### src/core/twr_pkg.sv
// Package: register map, status codes and carrier structs for the two-wire register block
package twr_pkg;
	////////////////////////////////////////////////////////////////////////
	// Register indices; the byte address is four times the index
	localparam int IDX_SHIFT = 2; // Index to byte address shift
	localparam logic [7:0] IDX_RATE = 8'hB8; // Bit-rate divisor
	localparam logic [7:0] IDX_STAT = 8'hB9; // bus_status_and_prescale
	localparam logic [7:0] IDX_ADDR = 8'hBA; // own_slave_address
	localparam logic [7:0] IDX_DATA = 8'hBB; // serial_data_byte
	localparam logic [7:0] IDX_CTRL = 8'hBC; // Flag and acknowledge control
	localparam logic [7:0] IDX_MASK = 8'hBD; // slave_address_mask
	////////////////////////////////////////////////////////////////////////
	// Reset values
	localparam logic [7:0] RST_RATE = 8'h00;
	localparam logic [1:0] RST_PS = 2'h0;
	localparam logic [7:0] RST_ADDR = 8'h00;
	localparam logic [7:0] RST_DATA = 8'hFF;
	localparam logic [7:0] RST_MASK = 8'h00;
	////////////////////////////////////////////////////////////////////////
	// Field positions
	localparam int CODE_LSB = 3; // Status code sits in bits 7:3
	localparam int CTRL_FLAG = 7; // job_complete_flag, write one to clear
	localparam int CTRL_ACK = 6; // ack_generate_enable
	localparam int GCE_BIT = 0; // general_call_accept
	////////////////////////////////////////////////////////////////////////
	// Status codes as full bytes
	localparam logic [7:0] C_BUS_ERR = 8'h00, C_START = 8'h08, C_RSTART = 8'h10;
	localparam logic [7:0] C_MT_SLA_ACK = 8'h18, C_MT_SLA_NACK = 8'h20;
	localparam logic [7:0] C_MT_DAT_ACK = 8'h28, C_MT_DAT_NACK = 8'h30, C_ARB_LOST = 8'h38;
	localparam logic [7:0] C_MR_SLA_ACK = 8'h40, C_MR_SLA_NACK = 8'h48;
	localparam logic [7:0] C_MR_DAT_ACK = 8'h50, C_MR_DAT_NACK = 8'h58;
	localparam logic [7:0] C_SR_SLA = 8'h60, C_SR_SLA_ARB = 8'h68, C_SR_GC = 8'h70, C_SR_GC_ARB = 8'h78;
	localparam logic [7:0] C_SR_DAT_ACK = 8'h80, C_SR_DAT_NACK = 8'h88;
	localparam logic [7:0] C_GC_DAT_ACK = 8'h90, C_GC_DAT_NACK = 8'h98, C_SR_STOP = 8'hA0;
	localparam logic [7:0] C_ST_SLA = 8'hA8, C_ST_SLA_ARB = 8'hB0, C_ST_DAT_ACK = 8'hB8;
	localparam logic [7:0] C_ST_DAT_NACK = 8'hC0, C_ST_LAST_ACK = 8'hC8, C_IDLE = 8'hF8;
	////////////////////////////////////////////////////////////////////////
	// Bit-rate period = RATE_BASE + 2 * divisor * 4^prescale
	localparam logic [15:0] RATE_BASE = 16'h0010;
	localparam logic [1:0] RESP_OKAY = 2'h0;
	localparam logic [1:0] RESP_SLVERR = 2'h2;
	////////////////////////////////////////////////////////////////////////
	// Carriers between this block and the bus engine
	typedef struct packed {
		logic valid; // One-cycle step completion
		logic [4:0] code; // Status code of the step
	} twr_evt_s;
	typedef struct packed {
		logic valid; // One sampled bus bit
		logic value; // Its level
	} twr_bit_s;
	typedef struct packed {
		logic valid; // Address byte complete
		logic [7:0] byte_v; // Address and direction bit
	} twr_adr_s;
	typedef struct packed {
		logic scl_hold; // Hold serial clock low
		logic ack_en; // Acknowledge generation enabled
		logic resume; // One-cycle pulse when software restarts
		logic bit_tick; // Master bit-rate tick
		logic [7:0] tx_byte; // Byte to shift out
	} twr_eng_s;
endpackage

### src/core/twr_regs.sv
// Register file, status latch, data shifter and address comparator of the two-wire unit
// Functional notes
// - Status code occupies bits 7:3 of status
// - Code 0x00 marks illegal START/STOP bus error
// - Master START gives 0x08, repeated START 0x10
// - Master transmit address/data acks give 0x18-0x30
// - Lost arbitration gives 0x38
// - Master read address ack/nack gives 0x40/0x48
// - Master received data ack/nack gives 0x50/0x58
// - Slave own/general address gives 0x60-0x78
// - Slave received data gives 0x80-0x98
// - STOP or restart while addressed gives 0xA0
// - Slave read address gives 0xA8 or 0xB0
// - Slave sent byte gives 0xB8, 0xC0, 0xC8
// - Code 0xF8 whenever completion flag is clear
// - Status bit 2, mask bit 0 read zero
// - Prescaler bits 1:0 select 1, 4, 16, 64
// - Data byte holds next/last byte, resets ones
// - Data writes only while completion flag set
// - Data byte stable while completion flag set
// - Bus bits shift in; none lost on arbitration
// - Acknowledge bit handled purely by hardware
// - Compare received address with own bits 7:1
// - General call accepted only when enable set; own compare also matches 0x00 if unmasked own bits 7:1 are zero
// - Set mask bits exclude address bits
// - Flag set on step, holds clock, W1C
// - Master clock period from divisor and prescale
//
// Our own choice: register access over AXI4-Lite.
`timescale 1ns/100ps
module twr_regs
	import twr_pkg::*;
#(
	parameter int ADDR_W = 12 // AXI byte address width
) (
	input wire logic aclk, // System clock, 25 MHz
	input wire logic aresetn, // Synchronous reset, active low
	input wire logic [ADDR_W-1:0] s_axi_awaddr, // Write address
	input wire logic s_axi_awvalid, // Write address valid
	output logic s_axi_awready, // Write address ready
	input wire logic [31:0] s_axi_wdata, // Write data
	input wire logic [3:0] s_axi_wstrb, // Write strobes
	input wire logic s_axi_wvalid, // Write data valid
	output logic s_axi_wready, // Write data ready
	output logic [1:0] s_axi_bresp, // Write response
	output logic s_axi_bvalid, // Write response valid
	input wire logic s_axi_bready, // Write response ready
	input wire logic [ADDR_W-1:0] s_axi_araddr, // Read address
	input wire logic s_axi_arvalid, // Read address valid
	output logic s_axi_arready, // Read address ready
	output logic [31:0] s_axi_rdata, // Read data
	output logic [1:0] s_axi_rresp, // Read response
	output logic s_axi_rvalid, // Read data valid
	input wire logic s_axi_rready, // Read data ready
	input wire twr_evt_s step_evt, // Bus step finished
	input wire twr_bit_s rx_bit, // Bit sampled from the bus
	input wire twr_adr_s addr_byte, // Received address byte
	input wire logic master_active, // Engine is driving the clock
	output twr_eng_s eng, // Controls back to the engine
	output logic addr_match // Pulse: address recognised
);
	localparam int IW = ADDR_W - IDX_SHIFT; // Index width
	// Refused at elaboration: the index field must hold every register index
	if (ADDR_W < 10 || ADDR_W > 32) begin : g_bad_addr_w
		$error("ADDR_W must cover the register indices");
	end

	////////////////////////////////////////////////////////////////////////
	// State
	logic aw_full_q, aw_full_d; // Write address held
	logic [ADDR_W-1:0] aw_addr_q, aw_addr_d; // Held write address
	logic w_full_q, w_full_d; // Write data held
	logic [31:0] w_data_q, w_data_d; // Held write data
	logic w_lane_q, w_lane_d; // Held strobe of byte lane 0
	logic bvalid_q, bvalid_d; // Write response pending
	logic [1:0] bresp_q, bresp_d; // Write response code
	logic rvalid_q, rvalid_d; // Read data pending
	logic [31:0] rdata_q, rdata_d; // Read data
	logic [1:0] rresp_q, rresp_d; // Read response code
	logic [7:0] rate_q, rate_d; // bit_rate_divisor
	logic [1:0] ps_q, ps_d; // rate_prescale_sel
	logic [7:0] own_q, own_d; // own_slave_address
	logic [7:0] mask_q, mask_d; // slave_address_mask
	logic [7:0] data_q, data_d; // serial_data_byte
	logic flag_q, flag_d; // job_complete_flag
	logic ack_q, ack_d; // ack_generate_enable
	logic [4:0] code_q, code_d; // bus_state_code
	logic match_q, match_d; // Address match pulse
	logic resume_q, resume_d; // Restart pulse
	logic [15:0] cnt_q, cnt_d; // Bit-rate counter
	logic tick_q, tick_d; // Bit-rate tick
	////////////////////////////////////////////////////////////////////////
	// Combinational helpers
	logic do_write; // Both write halves present
	logic wr_lane; // Write carries byte lane 0
	logic evt_set; // Step accepted this cycle
	logic flag_clr; // Software writes one to the flag
	logic data_try; // Software write to the data byte
	logic [7:0] stat_view; // Status as software reads it
	logic [6:0] cmp_diff; // Unmasked mismatching bits
	logic own_hit; // Own address matches
	logic gc_hit; // General call recognised
	logic [15:0] period; // Bit-rate period in cycles

	// Index compare; the two low byte-address bits are ignored
	function automatic logic hit(input logic [ADDR_W-1:0] a, input logic [7:0] idx);
		hit = (a[ADDR_W-1:IDX_SHIFT] == IW'(idx));
	endfunction

	// Unknown codes from the engine degrade to the bus-error code
	function automatic logic [4:0] legal_code(input logic [4:0] c);
		logic [7:0] b;
		b = {c, 3'h0};
		case (b)
			C_BUS_ERR: legal_code = c;
			C_START, C_RSTART: legal_code = c;
			C_MT_SLA_ACK, C_MT_SLA_NACK, C_MT_DAT_ACK, C_MT_DAT_NACK: legal_code = c;
			C_ARB_LOST: legal_code = c;
			C_MR_SLA_ACK, C_MR_SLA_NACK: legal_code = c;
			C_MR_DAT_ACK, C_MR_DAT_NACK: legal_code = c;
			C_SR_SLA, C_SR_SLA_ARB, C_SR_GC, C_SR_GC_ARB: legal_code = c;
			C_SR_DAT_ACK, C_SR_DAT_NACK, C_GC_DAT_ACK, C_GC_DAT_NACK: legal_code = c;
			C_SR_STOP: legal_code = c;
			C_ST_SLA, C_ST_SLA_ARB: legal_code = c;
			C_ST_DAT_ACK, C_ST_DAT_NACK, C_ST_LAST_ACK: legal_code = c;
			default: legal_code = C_BUS_ERR[7:CODE_LSB];
		endcase
	endfunction

	////////////////////////////////////////////////////////////////////////
	// Decode of the flag, data and status views
	always_comb begin
		do_write = aw_full_q && w_full_q && !bvalid_q;
		wr_lane = do_write && w_lane_q;
		flag_clr = wr_lane && hit(aw_addr_q, IDX_CTRL) && w_data_q[CTRL_FLAG];
		// A step that meets a clear in the same cycle is kept
		evt_set = step_evt.valid && (!flag_q || flag_clr);
		data_try = wr_lane && hit(aw_addr_q, IDX_DATA);
		// Reads show the idle code while no step is pending
		stat_view = {flag_q ? code_q : C_IDLE[7:CODE_LSB], 1'b0, ps_q};
		cmp_diff = (addr_byte.byte_v[7:1] ^ own_q[7:1]) & ~mask_q[7:1];
		own_hit = (cmp_diff == 7'h00);
		gc_hit = (addr_byte.byte_v[7:1] == C_BUS_ERR[7:1]) && own_q[GCE_BIT];
		// Divisor term grows by four per prescale step: shift by 2*sel
		period = RATE_BASE + (16'({rate_q, 1'b0}) << {ps_q, 1'b0});
	end

	////////////////////////////////////////////////////////////////////////
	// AXI4-Lite channels: next values
	always_comb begin
		aw_full_d = aw_full_q;
		aw_addr_d = aw_addr_q;
		w_full_d = w_full_q;
		w_data_d = w_data_q;
		w_lane_d = w_lane_q;
		bvalid_d = bvalid_q;
		bresp_d = bresp_q;
		rvalid_d = rvalid_q;
		rdata_d = rdata_q;
		rresp_d = rresp_q;
		// Address and data are taken in either order
		if (s_axi_awvalid && s_axi_awready) begin
			aw_full_d = 1'b1;
			aw_addr_d = s_axi_awaddr;
		end
		if (s_axi_wvalid && s_axi_wready) begin
			w_full_d = 1'b1;
			w_data_d = s_axi_wdata;
			w_lane_d = s_axi_wstrb[0];
		end
		// Register update happens here; answer on the next edge
		if (do_write) begin
			aw_full_d = 1'b0;
			w_full_d = 1'b0;
			bvalid_d = 1'b1;
			bresp_d = RESP_SLVERR;
			if (hit(aw_addr_q, IDX_RATE) || hit(aw_addr_q, IDX_STAT) || hit(aw_addr_q, IDX_ADDR) ||
				hit(aw_addr_q, IDX_DATA) || hit(aw_addr_q, IDX_CTRL) || hit(aw_addr_q, IDX_MASK)) begin
				bresp_d = RESP_OKAY;
			end
		end else if (bvalid_q && s_axi_bready) begin
			bvalid_d = 1'b0;
		end
		// Reads answer one cycle after the address is taken
		if (s_axi_arvalid && s_axi_arready) begin
			rvalid_d = 1'b1;
			rresp_d = RESP_OKAY;
			rdata_d = 32'h0000_0000;
			if (hit(s_axi_araddr, IDX_RATE)) begin
				rdata_d[7:0] = rate_q;
			end else if (hit(s_axi_araddr, IDX_STAT)) begin
				rdata_d[7:0] = stat_view;
			end else if (hit(s_axi_araddr, IDX_ADDR)) begin
				rdata_d[7:0] = own_q;
			end else if (hit(s_axi_araddr, IDX_DATA)) begin
				rdata_d[7:0] = data_q;
			end else if (hit(s_axi_araddr, IDX_CTRL)) begin
				// Acknowledge bit of the bus itself is never visible
				rdata_d[CTRL_FLAG] = flag_q;
				rdata_d[CTRL_ACK] = ack_q;
			end else if (hit(s_axi_araddr, IDX_MASK)) begin
				rdata_d[7:0] = mask_q;
			end else begin
				rresp_d = RESP_SLVERR;
			end
		end else if (rvalid_q && s_axi_rready) begin
			rvalid_d = 1'b0;
		end
	end

	////////////////////////////////////////////////////////////////////////
	// Registers, flag, data shifter, comparator and bit rate: next values
	always_comb begin
		rate_d = rate_q;
		ps_d = ps_q;
		own_d = own_q;
		mask_d = mask_q;
		ack_d = ack_q;
		data_d = data_q;
		code_d = code_q;
		if (wr_lane && hit(aw_addr_q, IDX_RATE)) begin
			rate_d = w_data_q[7:0];
		end
		// Only the prescale bits are writable; code and bit 2 ignore writes
		if (wr_lane && hit(aw_addr_q, IDX_STAT)) begin
			ps_d = w_data_q[1:0];
		end
		if (wr_lane && hit(aw_addr_q, IDX_ADDR)) begin
			own_d = w_data_q[7:0];
		end
		if (wr_lane && hit(aw_addr_q, IDX_MASK)) begin
			mask_d = {w_data_q[7:1], 1'b0};
		end
		if (wr_lane && hit(aw_addr_q, IDX_CTRL)) begin
			ack_d = w_data_q[CTRL_ACK];
		end
		// Software may write only while no byte is shifting
		if (data_try && flag_q) begin
			data_d = w_data_q[7:0];
		end else if (!flag_q && rx_bit.valid) begin
			// Shifting continues across a lost arbitration
			data_d = {data_q[6:0], rx_bit.value};
		end
		// Code changes only together with the flag
		if (evt_set) begin
			code_d = legal_code(step_evt.code);
		end
		flag_d = evt_set || (flag_q && !flag_clr);
		resume_d = flag_q && flag_clr && !evt_set;
		match_d = addr_byte.valid && (own_hit || gc_hit);
		// The counter is held at zero while the clock is stretched
		cnt_d = 16'h0000;
		tick_d = 1'b0;
		if (master_active && !flag_q) begin
			if (cnt_q >= period - 16'h0001) begin
				tick_d = 1'b1;
			end else begin
				cnt_d = cnt_q + 16'h0001;
			end
		end
	end

	////////////////////////////////////////////////////////////////////////
	// Registering
	always_ff @(posedge aclk) begin
		if (!aresetn) begin
			aw_full_q <= 1'b0;
			aw_addr_q <= '0;
			w_full_q <= 1'b0;
			w_data_q <= 32'h0000_0000;
			w_lane_q <= 1'b0;
			bvalid_q <= 1'b0;
			bresp_q <= RESP_OKAY;
			rvalid_q <= 1'b0;
			rdata_q <= 32'h0000_0000;
			rresp_q <= RESP_OKAY;
			rate_q <= RST_RATE;
			ps_q <= RST_PS;
			own_q <= RST_ADDR;
			mask_q <= RST_MASK;
			data_q <= RST_DATA;
			flag_q <= 1'b0;
			ack_q <= 1'b0;
			code_q <= C_IDLE[7:CODE_LSB];
			match_q <= 1'b0;
			resume_q <= 1'b0;
			cnt_q <= 16'h0000;
			tick_q <= 1'b0;
		end else begin
			aw_full_q <= aw_full_d;
			aw_addr_q <= aw_addr_d;
			w_full_q <= w_full_d;
			w_data_q <= w_data_d;
			w_lane_q <= w_lane_d;
			bvalid_q <= bvalid_d;
			bresp_q <= bresp_d;
			rvalid_q <= rvalid_d;
			rdata_q <= rdata_d;
			rresp_q <= rresp_d;
			rate_q <= rate_d;
			ps_q <= ps_d;
			own_q <= own_d;
			mask_q <= mask_d;
			data_q <= data_d;
			flag_q <= flag_d;
			ack_q <= ack_d;
			code_q <= code_d;
			match_q <= match_d;
			resume_q <= resume_d;
			cnt_q <= cnt_d;
			tick_q <= tick_d;
		end
	end

	////////////////////////////////////////////////////////////////////////
	// Outputs
	assign s_axi_awready = !aw_full_q && !bvalid_q;
	assign s_axi_wready = !w_full_q && !bvalid_q;
	assign s_axi_bvalid = bvalid_q;
	assign s_axi_bresp = bresp_q;
	assign s_axi_arready = !rvalid_q;
	assign s_axi_rvalid = rvalid_q;
	assign s_axi_rdata = rdata_q;
	assign s_axi_rresp = rresp_q;
	assign eng = '{scl_hold: flag_q, ack_en: ack_q, resume: resume_q, bit_tick: tick_q, tx_byte: data_q};
	assign addr_match = match_q;
endmodule

### config.mk
export PLATFORM = sky130hd
export DESIGN_NAME = twr_regs
export DESIGN_NICKNAME = d
export VERILOG_FILES = /design/src/core/twr_pkg.sv /design/src/core/twr_regs.sv
export SDC_FILE = /design/constraint.sdc
export NUM_CORES = 1
export LEC_CHECK = 0
export BUFFER_PORTS_ARGS = -buffer_cell sky130_fd_sc_hd__buf_2
export CAP_MARGIN = 0
export CELL_PAD_IN_SITES_DETAIL_PLACEMENT = 0
export CELL_PAD_IN_SITES_GLOBAL_PLACEMENT = 1
export CORE_MARGIN = 2
export CORE_UTILIZATION = 39
export DETAILED_ROUTE_END_ITERATION = 16
export GPL_TIMING_DRIVEN = 0
export HOLD_SLACK_MARGIN = 0.05
export PLACE_DENSITY_LB_ADDON = 0.08
export SYNTH_ARGS = -nofsm -noshare
export SYNTH_HDL_FRONTEND = slang
export SYNTH_SLANG_ARGS = --single-unit
### constraint.sdc
create_clock -name aclk -period 3.55 [get_ports aclk]
set_input_delay 0.71 -clock aclk [delete_from_list [all_inputs] [get_ports aclk]]
set_output_delay 0.71 -clock aclk [all_outputs]
set_load 0.005 [all_outputs]
### Yosys cells after proc, flatten, opt, wreduce, memory -nomap -nowiden

Cells that the tools add are included.

* eq/ne operators: 37
* div/mod/pow operators: 0
* $mul: 0
* reduce and logical (&&, ||, !) cells: 51
* $lt $le $gt $ge: 1
* add/sub/neg operators: 3
* bitwise logic cells: 5
* muxes and demuxes: 23
* shifts and indexed selects: 1

Operators with widths (count)
* $eq A10 B8 Y1 const B: 12
* $mux W8: 7
* $eq A5 B5 Y1 const B: 10
* $eq A5 B4 Y1 const B: 8
* $logic_and A1 B1 Y1: 26
* $reduce_or A26 Y1: 1
* $eq A5 B3 Y1 const B: 4
* $add A16 B1 Y16 const B: 1
* $add A5 B16 Y16 const A: 1
* $ge A16 B16 Y1: 1
* $mux W2: 8
* $shl A9 B3 Y16: 1
* $sub A16 B1 Y16 const B: 1
* $logic_not A7 Y1: 2
* $eq A5 B2 Y1 const B: 2
* $mux W5: 2
* $logic_or A1 B1 Y1: 8
* $and A7 B7 Y7: 1
* $logic_not A1 Y1: 7
* $not A7 Y7: 1
* $xor A7 B7 Y7: 1
* $mux W6: 1
* $reduce_bool A2 Y1: 3
* $eq A5 B1 Y1 const B: 1
* other kinds (6): 11

* register bits: 96
* output and inout bits: 54
* word-level logic and storage cells: 143
* bits in writable memories: 0
* memories kept: 0
* memory bits (read-only): 0
* latch bits: 0
* bits of input ports: 85

### Depth between registers and ports, before layout

Gate-level depths: netlist (run 1).

* word-level depth: 9
* depth in mapped cells: 16
* gate-level depth less buffers: 13

### Worst setup path before layout (run 1)

Ideal clock, no wire load.

* path kind: reg-to-reg
* start point: register ps_q[0]
* end point: register cnt_q[10]
* setup time: 0.064 ns
* buffers on the path: 3
* arrival time: 2.813 ns
* cell stages (with the launch flop): 17
* clock period less this slack: 2.877 ns
* path slack: 0.673 ns
* data required time: 3.486 ns
* cell sequence: dfxtp_1 buf_2 buf_1 nor2_1 nand2_1 ha_1 nand2_1 nand3_1 nor2_1 xnor2_1 ha_1 and4_1 a21o_1 o21ai_0 nand3_1 buf_2 nor2_1

* cells in the longest elaborated chain, start to end: 5

RTL lines
* start, declared: RTL line twr_regs.sv:81 `logic [1:0] ps_q, ps_d;`
* start signal, assigned: RTL line twr_regs.sv:301 `ps_q <= ps_d;`
* $shl A9 B3 Y16: RTL line twr_regs.sv:145 `period = RATE_BASE + (16'({rate_q, 1'b0}) << {ps_q, 1'b0});`
* $add A5 B16 Y16: RTL line twr_regs.sv:145
* $sub A16 B1 Y16: RTL line twr_regs.sv:255 `if (cnt_q >= period - 16'h0001) begin`
* $ge A16 B16 Y1: RTL line twr_regs.sv:255
* $reduce_or A3 Y1 (no source line)
* end signal, assigned: RTL line twr_regs.sv:310 `cnt_q <= cnt_d;`
* end, declared: RTL line twr_regs.sv:90 `logic [15:0] cnt_q, cnt_d;`

No other way between the ends.
A chain may end at the register's enable or synchronous reset.

### Final worst setup path (run 1)

* start point: register ps_q[0]
* end point: register cnt_q[11]

The elaborated chain is that of the path after synthesis.

==> results.toml, run 1 <==
[outcome]
outcome = "completed"

[drt]
drt_wl_total_mm = 13.9
drt_first_iter_violations = 264
vias_per_inst = 5.04
detailroute.via_count = 4624
drt_pass1_iterations = 4
antenna_left = 0
drt_drc_violations_left = 0
post_drt_wl_per_cell_um = 15.2

[cts]
clk_path_buf_depth = 2
maximum_level_of_the_cts_h_tree = 3
cts_made_buffers = 9
tritoncts_clock_tree = "done"
cts-root-buf = "sky130_fd_sc_hd__clkbuf_16"
clkSinkCount = 92
worst_skew_pair.late_latency_ns = 0.36
cts-hold-fix-buffers = 0
clock_slew_at_reported_path_ffs_ns = 0.07

[pwr]
p_per_area_nw_per_um2 = 388
vdd_drop_max_uv = 254
static-leakage-power_uw = 0.00257

[die]
core_region_area_um2 = 12700
placement_rows = 41
die-width_um = 119
start_util = 0.402
design.portCount = 139
die-height_um = 119
floorplan.die_area_um2 = 14100

[sta]
clock_period_minus_worst_slack_ns = 3.23
grt_setup_unrepaired = "false"
hold_viol = 0
clock-skew-final_ns = 0.00705
timing.final.setup_violations = 0
tightestPinTransition_ns = 0.653
max_clock_freq_ghz = 0.309
totalNegativeSetupSlack_ns = 0
maxSlewViolCount = 0
max_slew_margin = 0.565
fin_crit_sh = 0.911
whs_ns = 0.467

[layout]
seq_area_um2 = 1840
drive_gt1_frac = 0.208
layout.cells.most_common_list = "sky130_fd_sc_hd__nand2_1 (106), sky130_fd_sc_hd__dfxtp_1 (92), sky130_fd_sc_hd__buf_2 (87)"
num-fill-cells = 1277
multi_input_gate_area_um2 = 2960
layout_commonest_cell = "sky130_fd_sc_hd__nand2_1"
final_net_count = 843
n_antenna_cell = 0
final_design_area_no_fill_um2 = 6160
area_growth_syn_to_layout_pct = 20.3
final_core_utilization = 0.484

[setup_path]
worstSetupPathType = "flop to flop"
worstPathArrival_ns = 3.52
cpMaxStageDelayCell = "sky130_fd_sc_hd__dfxtp_1"
max_stage_delay_ns = 0.31
setup.reg_to_reg.worst_slack_ns = 0.32
cp_max_fo = 10
worstSetupEndpointType = "flop"
timing.critical_path.from_type = "flop"
required_ns = 3.84
cell_chain_critical_path = "buf_2, clkbuf_2, nor2_1, nand2_1, ha_1, nand2_1, nand3_1, nor2_1, xnor2_1, ha_1, and4_1, a21o_1, o21ai_0, nand3_2, buf_2, nor2_1"
cp_common_cell = "sky130_fd_sc_hd__nor2_1"

[yosys]
synth_sequential_area_ratio = 0.360
synth.distinct_cells = 63
largest_family_of_logic_cells_by_synthesized_area = "simple AND/OR/NAND/NOR gates"
synthMuxAreaShare = 0.0411
adder_and_majority_cell_fraction_of_the_synthesized_area = 0.0416
mappedNetlistArea_um2 = 5120
synth_edf_count = 0
synthXorXnorAreaFrac = 0.0479
post_synth_and_or_nand_nor_area_fraction = 0.245
dominantRegCellSynth = "sky130_fd_sc_hd__dfxtp_1"
synth-warning-count = 0
yosys_register_bits = 92
average_cell_area_after_synthesis_um2 = 8.20
postSynth.asyncResetShare = 0
synthesis.instances = 624
synth_compound_area_frac = 0.181

[grt]
globalRouteTotalUtil = 0.204
grt_max_degree = 16
grt_overflow_total = 0
grt_pass1_vias = 4329
grt_antenna_before_repair = 0
grt_pass1_wl_mm = 22.5

[placement]
gp_routability_congestion = 0.909
place_area_um2 = 5820
port_buffers = 79
hpwlAfterDp_mm = 10.7

[worst_hold_path]
class_of_the_tightest_hold_or_removal_check = "flop to flop"

[run]
timing.max_cap.violations = 0
==> area by class of cell <==
class / instances / area share
sequential: 92 / 0.299
clock inverter: 4 / 0.00894
clock buffer: 12 / 0.0417
inverter: 14 / 0.00854
timing repair buffer: 81 / 0.0667
buffer: 63 / 0.0593
tap: 172 / 0.0350
multi-input combinational: 480 / 0.481
==> through the flow <==
step                cells  total power [uW]  setup slack [ns]
floorplan             649              1280             0.673
global placement      900              1380             0.146
detailed placement    900              1380             0.115
CTS                   916              2400            0.0799
global route          918              2490            0.0199
finish                918              2390             0.316
==> per-layer routing <==
layer | GRT usage | part of all wire
met3 | 0.0565 | 0.058
met1 | 0.281 | 0.49
met2 | 0.311 | 0.44
met5 | 0 | 0
met4 | 0.0603 | 0.016
==> power by group <==
group	switching, uW	internal, uW	leakage [uW]
combinational	136	113	0.00167
sequential	42.5	1070	0.000749
clock	436	590	0.000150
==> worst max-delay path, delay by kind of cell (launching register included) <==
family	cells	cell delay, ns
AO/OA/AOI/OAI	2	0.43
XOR/XNOR	1	0.16
adder cells (fa/ha/maj)	2	0.50
buffers and inverters	3	0.62
flip-flops	1	0.31
AND/OR/NAND/NOR	8	1.15
==> repair_timing <==
action | 4_1_cts | 5_1_grt
setup endpoints to repair | 0 | 10
buffers inserted | 0 | 2
gates resized for setup | 0 | 3
==> Yosys cell counts (all sizes together), types with 12 or more instances <==
cell type,n,area share
buf,44,0.057
a21oi,28,0.027
nand2,107,0.079
a21boi,23,0.034
inv,14,0.010
xnor2,19,0.033
nor2,39,0.030
mux2i,12,0.023
dfxtp,92,0.36
nor2b,20,0.024
o21ai,41,0.040
nand3,33,0.032
clkbuf,19,0.014
ha,17,0.042
==> cell families after synthesis <==
family                   count (synthesis)
AND/OR/NAND/NOR                        250
AO/OA/AOI/OAI                          139
flip-flops                              92
buffers and inverters                   77
XOR/XNOR                                28
multiplexers                            19
adder cells (fa/ha/maj)                 17
other                                    2
==> final timing paths <==
| check | from | end | cells after the start |
|---|---|---|---|
| worst min register to register | aw_addr_q[6] | aw_addr_q[6] | 2 |
| worst max-delay path | ps_q[0] | cnt_q[11] | 16 |
| worst min-delay path | aw_addr_q[6] | aw_addr_q[6] | 2 |
| worst max register to register | ps_q[0] | cnt_q[11] | 16 |
==> flip-flops by register name, summed over array words and instances, names as in the netlist, 2 cells and up <==
| name | flops |
|---|---|
| ps_q | 2 |
| data_q | 8 |
| s_axi_rdata | 8 |
| w_data_q | 8 |
| rate_q | 8 |
| code_q | 5 |
| mask_q | 7 |
| cnt_q | 16 |
| aw_addr_q | 10 |
| own_q | 8 |
Power figures use the tool's default switching activity.
==> run 2: changes to the inputs <==
--- a/config.mk
+++ b/config.mk
@@ -5,12 +5,13 @@
 export SDC_FILE = /design/constraint.sdc
 export NUM_CORES = 1
 export LEC_CHECK = 0
+export ABC_AREA = 1
 export BUFFER_PORTS_ARGS = -buffer_cell sky130_fd_sc_hd__buf_2
 export CAP_MARGIN = 0
 export CELL_PAD_IN_SITES_DETAIL_PLACEMENT = 0
 export CELL_PAD_IN_SITES_GLOBAL_PLACEMENT = 1
 export CORE_MARGIN = 2
-export CORE_UTILIZATION = 39
+export CORE_UTILIZATION = 37
 export DETAILED_ROUTE_END_ITERATION = 16
 export GPL_TIMING_DRIVEN = 0
 export HOLD_SLACK_MARGIN = 0.05
==> run 2 against run 1 <==
Final area decreased by 1.6%. Fmax increased by 3.5%. Final cell count increased by 11%. Critical path type unchanged. Largest cell class unchanged. Largest power group unchanged. Highest routed layer unchanged.
==> results.toml, run 2 <==
[outcome]
outcome = "completed"

[sta]
max_slew_margin = 0.589
whs_ns = 0.469
clock_period_minus_worst_slack_ns = 3.13
clock-skew-final_ns = 0.00536
grt_setup_unrepaired = "false"
hold_viol = 0
tightestPinTransition_ns = 0.617
timing.final.setup_violations = 0
max_clock_freq_ghz = 0.320
fin_crit_sh = 0.881
totalNegativeSetupSlack_ns = 0
maxSlewViolCount = 0

[layout]
area_growth_syn_to_layout_pct = 20.1
largest_register_ff_count = 16
layout_top_registers = "cnt_q: 16 flops, aw_addr_q: 10 flops"
layout_commonest_cell = "sky130_fd_sc_hd__nand2_1"
max_flop_register = "cnt_q"
n_antenna_cell = 0
final_net_count = 936
drive_gt1_frac = 0.178
layout.cells.most_common_list = "sky130_fd_sc_hd__nand2_1 (129), sky130_fd_sc_hd__dfxtp_1 (92), sky130_fd_sc_hd__nor2_1 (88)"

[setup_path]
rr_worst_depth = 14
crit-reg2reg-capture = "cnt_q[8]"
worstSetupPathType = "flop to flop"
worstSetupEndpointType = "flop"
timing.critical_path.from_type = "flop"
r2r_start = "ps_q[0]"
setup.reg_to_reg.worst_slack_ns = 0.42
worstPathArrival_ns = 3.35
required_ns = 3.77
cp_max_fo = 10

[worst_hold_path]
min_from = "s_axi_bresp[1]"
timing.hold.worst_endpoint = "s_axi_bresp[1]"
class_of_the_tightest_hold_or_removal_check = "flop to flop"
timing.hold.worst_path_depth = 2

[yosys]
synthXorXnorAreaFrac = 0.0382
synth_sequential_area_ratio = 0.365
synthMuxAreaShare = 0
synth_edf_count = 0
synth_compound_area_frac = 0.177
synth_top_cell_area_share = 0.365
synth.top_cells.by_area = "sky130_fd_sc_hd__dfxtp_1 (37%), sky130_fd_sc_hd__nand2_1 (9.6%), sky130_fd_sc_hd__o21ai_0 (7.6%), sky130_fd_sc_hd__a21oi_1 (7.0%), sky130_fd_sc_hd__nor2_1 (6.6%)"
mappedNetlistArea_um2 = 5040
post_synth_and_or_nand_nor_area_fraction = 0.256
synth.largest_area_cell = "sky130_fd_sc_hd__dfxtp_1"
ys_top_cells_by_count = "sky130_fd_sc_hd__nand2_1 (129), sky130_fd_sc_hd__dfxtp_1 (92), sky130_fd_sc_hd__nor2_1 (88)"
synthesis.instances = 719
yosys_register_bits = 92
synthMostInstantiatedCell = "sky130_fd_sc_hd__nand2_1"
postSynth.asyncResetShare = 0
synth-warning-count = 0
synth.distinct_cells = 36
average_cell_area_after_synthesis_um2 = 7.01
largest_family_of_logic_cells_by_synthesized_area = "simple AND/OR/NAND/NOR gates"
adder_and_majority_cell_fraction_of_the_synthesized_area = 0.0422
dominantRegCellSynth = "sky130_fd_sc_hd__dfxtp_1"

[drt]
detailroute.via_count = 4828
vias_per_inst = 4.76
antenna_left = 0
drt_wl_total_mm = 13.5
drt_pass1_iterations = 5
drt_drc_violations_left = 0
drt_first_iter_violations = 347
post_drt_wl_per_cell_um = 13.3

[cts]
worst_skew_pair.late_latency_ns = 0.35
cts-root-buf = "sky130_fd_sc_hd__clkbuf_16"
cts_resized = 0
cts_made_buffers = 9
clkSinkCount = 92
maximum_level_of_the_cts_h_tree = 3
clock_slew_at_reported_path_ffs_ns = 0.06
clk_path_buf_depth = 2
tritoncts_clock_tree = "done"
cts-hold-fix-buffers = 0
post-cts-setup-buffers = 0

[grt]
grt_pass1_vias = 4460
grt_antenna_before_repair = 0
grt_max_degree = 15
globalRouteTotalUtil = 0.192
grt_pass1_wl_mm = 22.2
grt_overflow_total = 0

[die]
die-width_um = 121
start_util = 0.379
die-height_um = 121
core_region_area_um2 = 13300
placement_rows = 42
floorplan.die_area_um2 = 14600
design.portCount = 139

[placement]
hpwlAfterDp_mm = 10.8
port_buffers = 79
gp_routability_congestion = 0.858

[pwr]
p_per_area_nw_per_um2 = 391
static-leakage-power_uw = 0.00282
vdd_drop_max_uv = 274

[run]
timing.max_cap.violations = 0
[run 2: cell count changes after synthesis, sizes merged, moves of 23 or more]
| cell | before | now |
|---|---|---|
| a21boi | 23 | 0 |
| a21oi | 28 | 71 |
| inv | 14 | 78 |
| nand2 | 107 | 133 |
| nor2 | 39 | 92 |
| o21ai | 41 | 79 |
[run 2: critical path: stages (launching register included)]
cell and delay [ns]:
sky130_fd_sc_hd__dfxtp_1 0.35, sky130_fd_sc_hd__buf_2 0.22, sky130_fd_sc_hd__o21ai_0 0.18, sky130_fd_sc_hd__nor2_1 0.22
sky130_fd_sc_hd__nand2_1 0.12, sky130_fd_sc_hd__nor2_1 0.20, sky130_fd_sc_hd__nand2_1 0.11, sky130_fd_sc_hd__xor2_1 0.16
sky130_fd_sc_hd__ha_1 0.33, sky130_fd_sc_hd__nand4_1 0.09, sky130_fd_sc_hd__o211ai_1 0.20, sky130_fd_sc_hd__nand2_1 0.09
sky130_fd_sc_hd__nand3_1 0.26, sky130_fd_sc_hd__clkbuf_1 0.39, sky130_fd_sc_hd__nor2_1 0.08
[run 2: logic make-up after synthesis]
group | Yosys count
buffers and inverters | 126
xor gates and xnor gates | 22
adders and majority gates | 17
other | 2
DFF | 92
and+or+nand+nor | 292
AOI/OAI and AO/OA | 168
[run 2: cell type report]
cell class              instances  area (um^2)
clock buffers                  13          260
inverters                      78          293
plain buffers                  48          312
multi-input cells             526         2690
well taps                     176          220
flip-flops and latches         92         1840
repair buffers                 79          395
clock inverters                 3         45.0
fillers                      1447         7240
[run 2: metal layers]
layer	global-route usage	share of wire	vias to the layer above
li1	-	-	2538
met1	0.263	0.48	2176
met2	0.308	0.46	104
met3	0.0439	0.045	10
met4	0.0465	0.012	0
met5	0	0	-
[run 2: how the worst max path moves through the flow]
| stage | startpoint | endpoint | slack, ns | depth (start not counted) |
|---|---|---|---|---|
| 2_1_floorplan | ps_q[0] | cnt_q[10] | 0.94 | 17 |
| 3_3_place_gp | ps_q[0] | cnt_q[14] | 0.40 | 17 |
| 3_5_place_dp | ps_q[0] | cnt_q[14] | 0.39 | 17 |
| 4_1_cts | ps_q[0] | cnt_q[14] | 0.37 | 17 |
| 5_1_grt | ps_q[0] | cnt_q[7] | 0.03 | 17 |
| 6_report | ps_q[0] | cnt_q[8] | 0.42 | 14 |
[run 2: where the power goes]
group | leakage (uW) | internal, uW | total [uW] | switching (uW)
Sequential | 0.000752 | 1080 | 1110 | 27.5
Clock | 0.000142 | 585 | 999 | 414
Combinational | 0.00192 | 104 | 266 | 162
Total | 0.00282 | 1770 | 2370 | 603
[run 2: per-stage QoR]
stage	power [uW]	util	cell area, um^2	cells	setup slack (ns)
floorplan	1290	-	5130	744	0.935
global route	2480	0.455	6060	1015	0.0272
global placement	1390	0.433	5750	999	0.399
CTS	2400	0.455	6060	1015	0.372
detailed placement	1400	0.433	5750	999	0.391
finish	2370	0.455	6060	1015	0.424
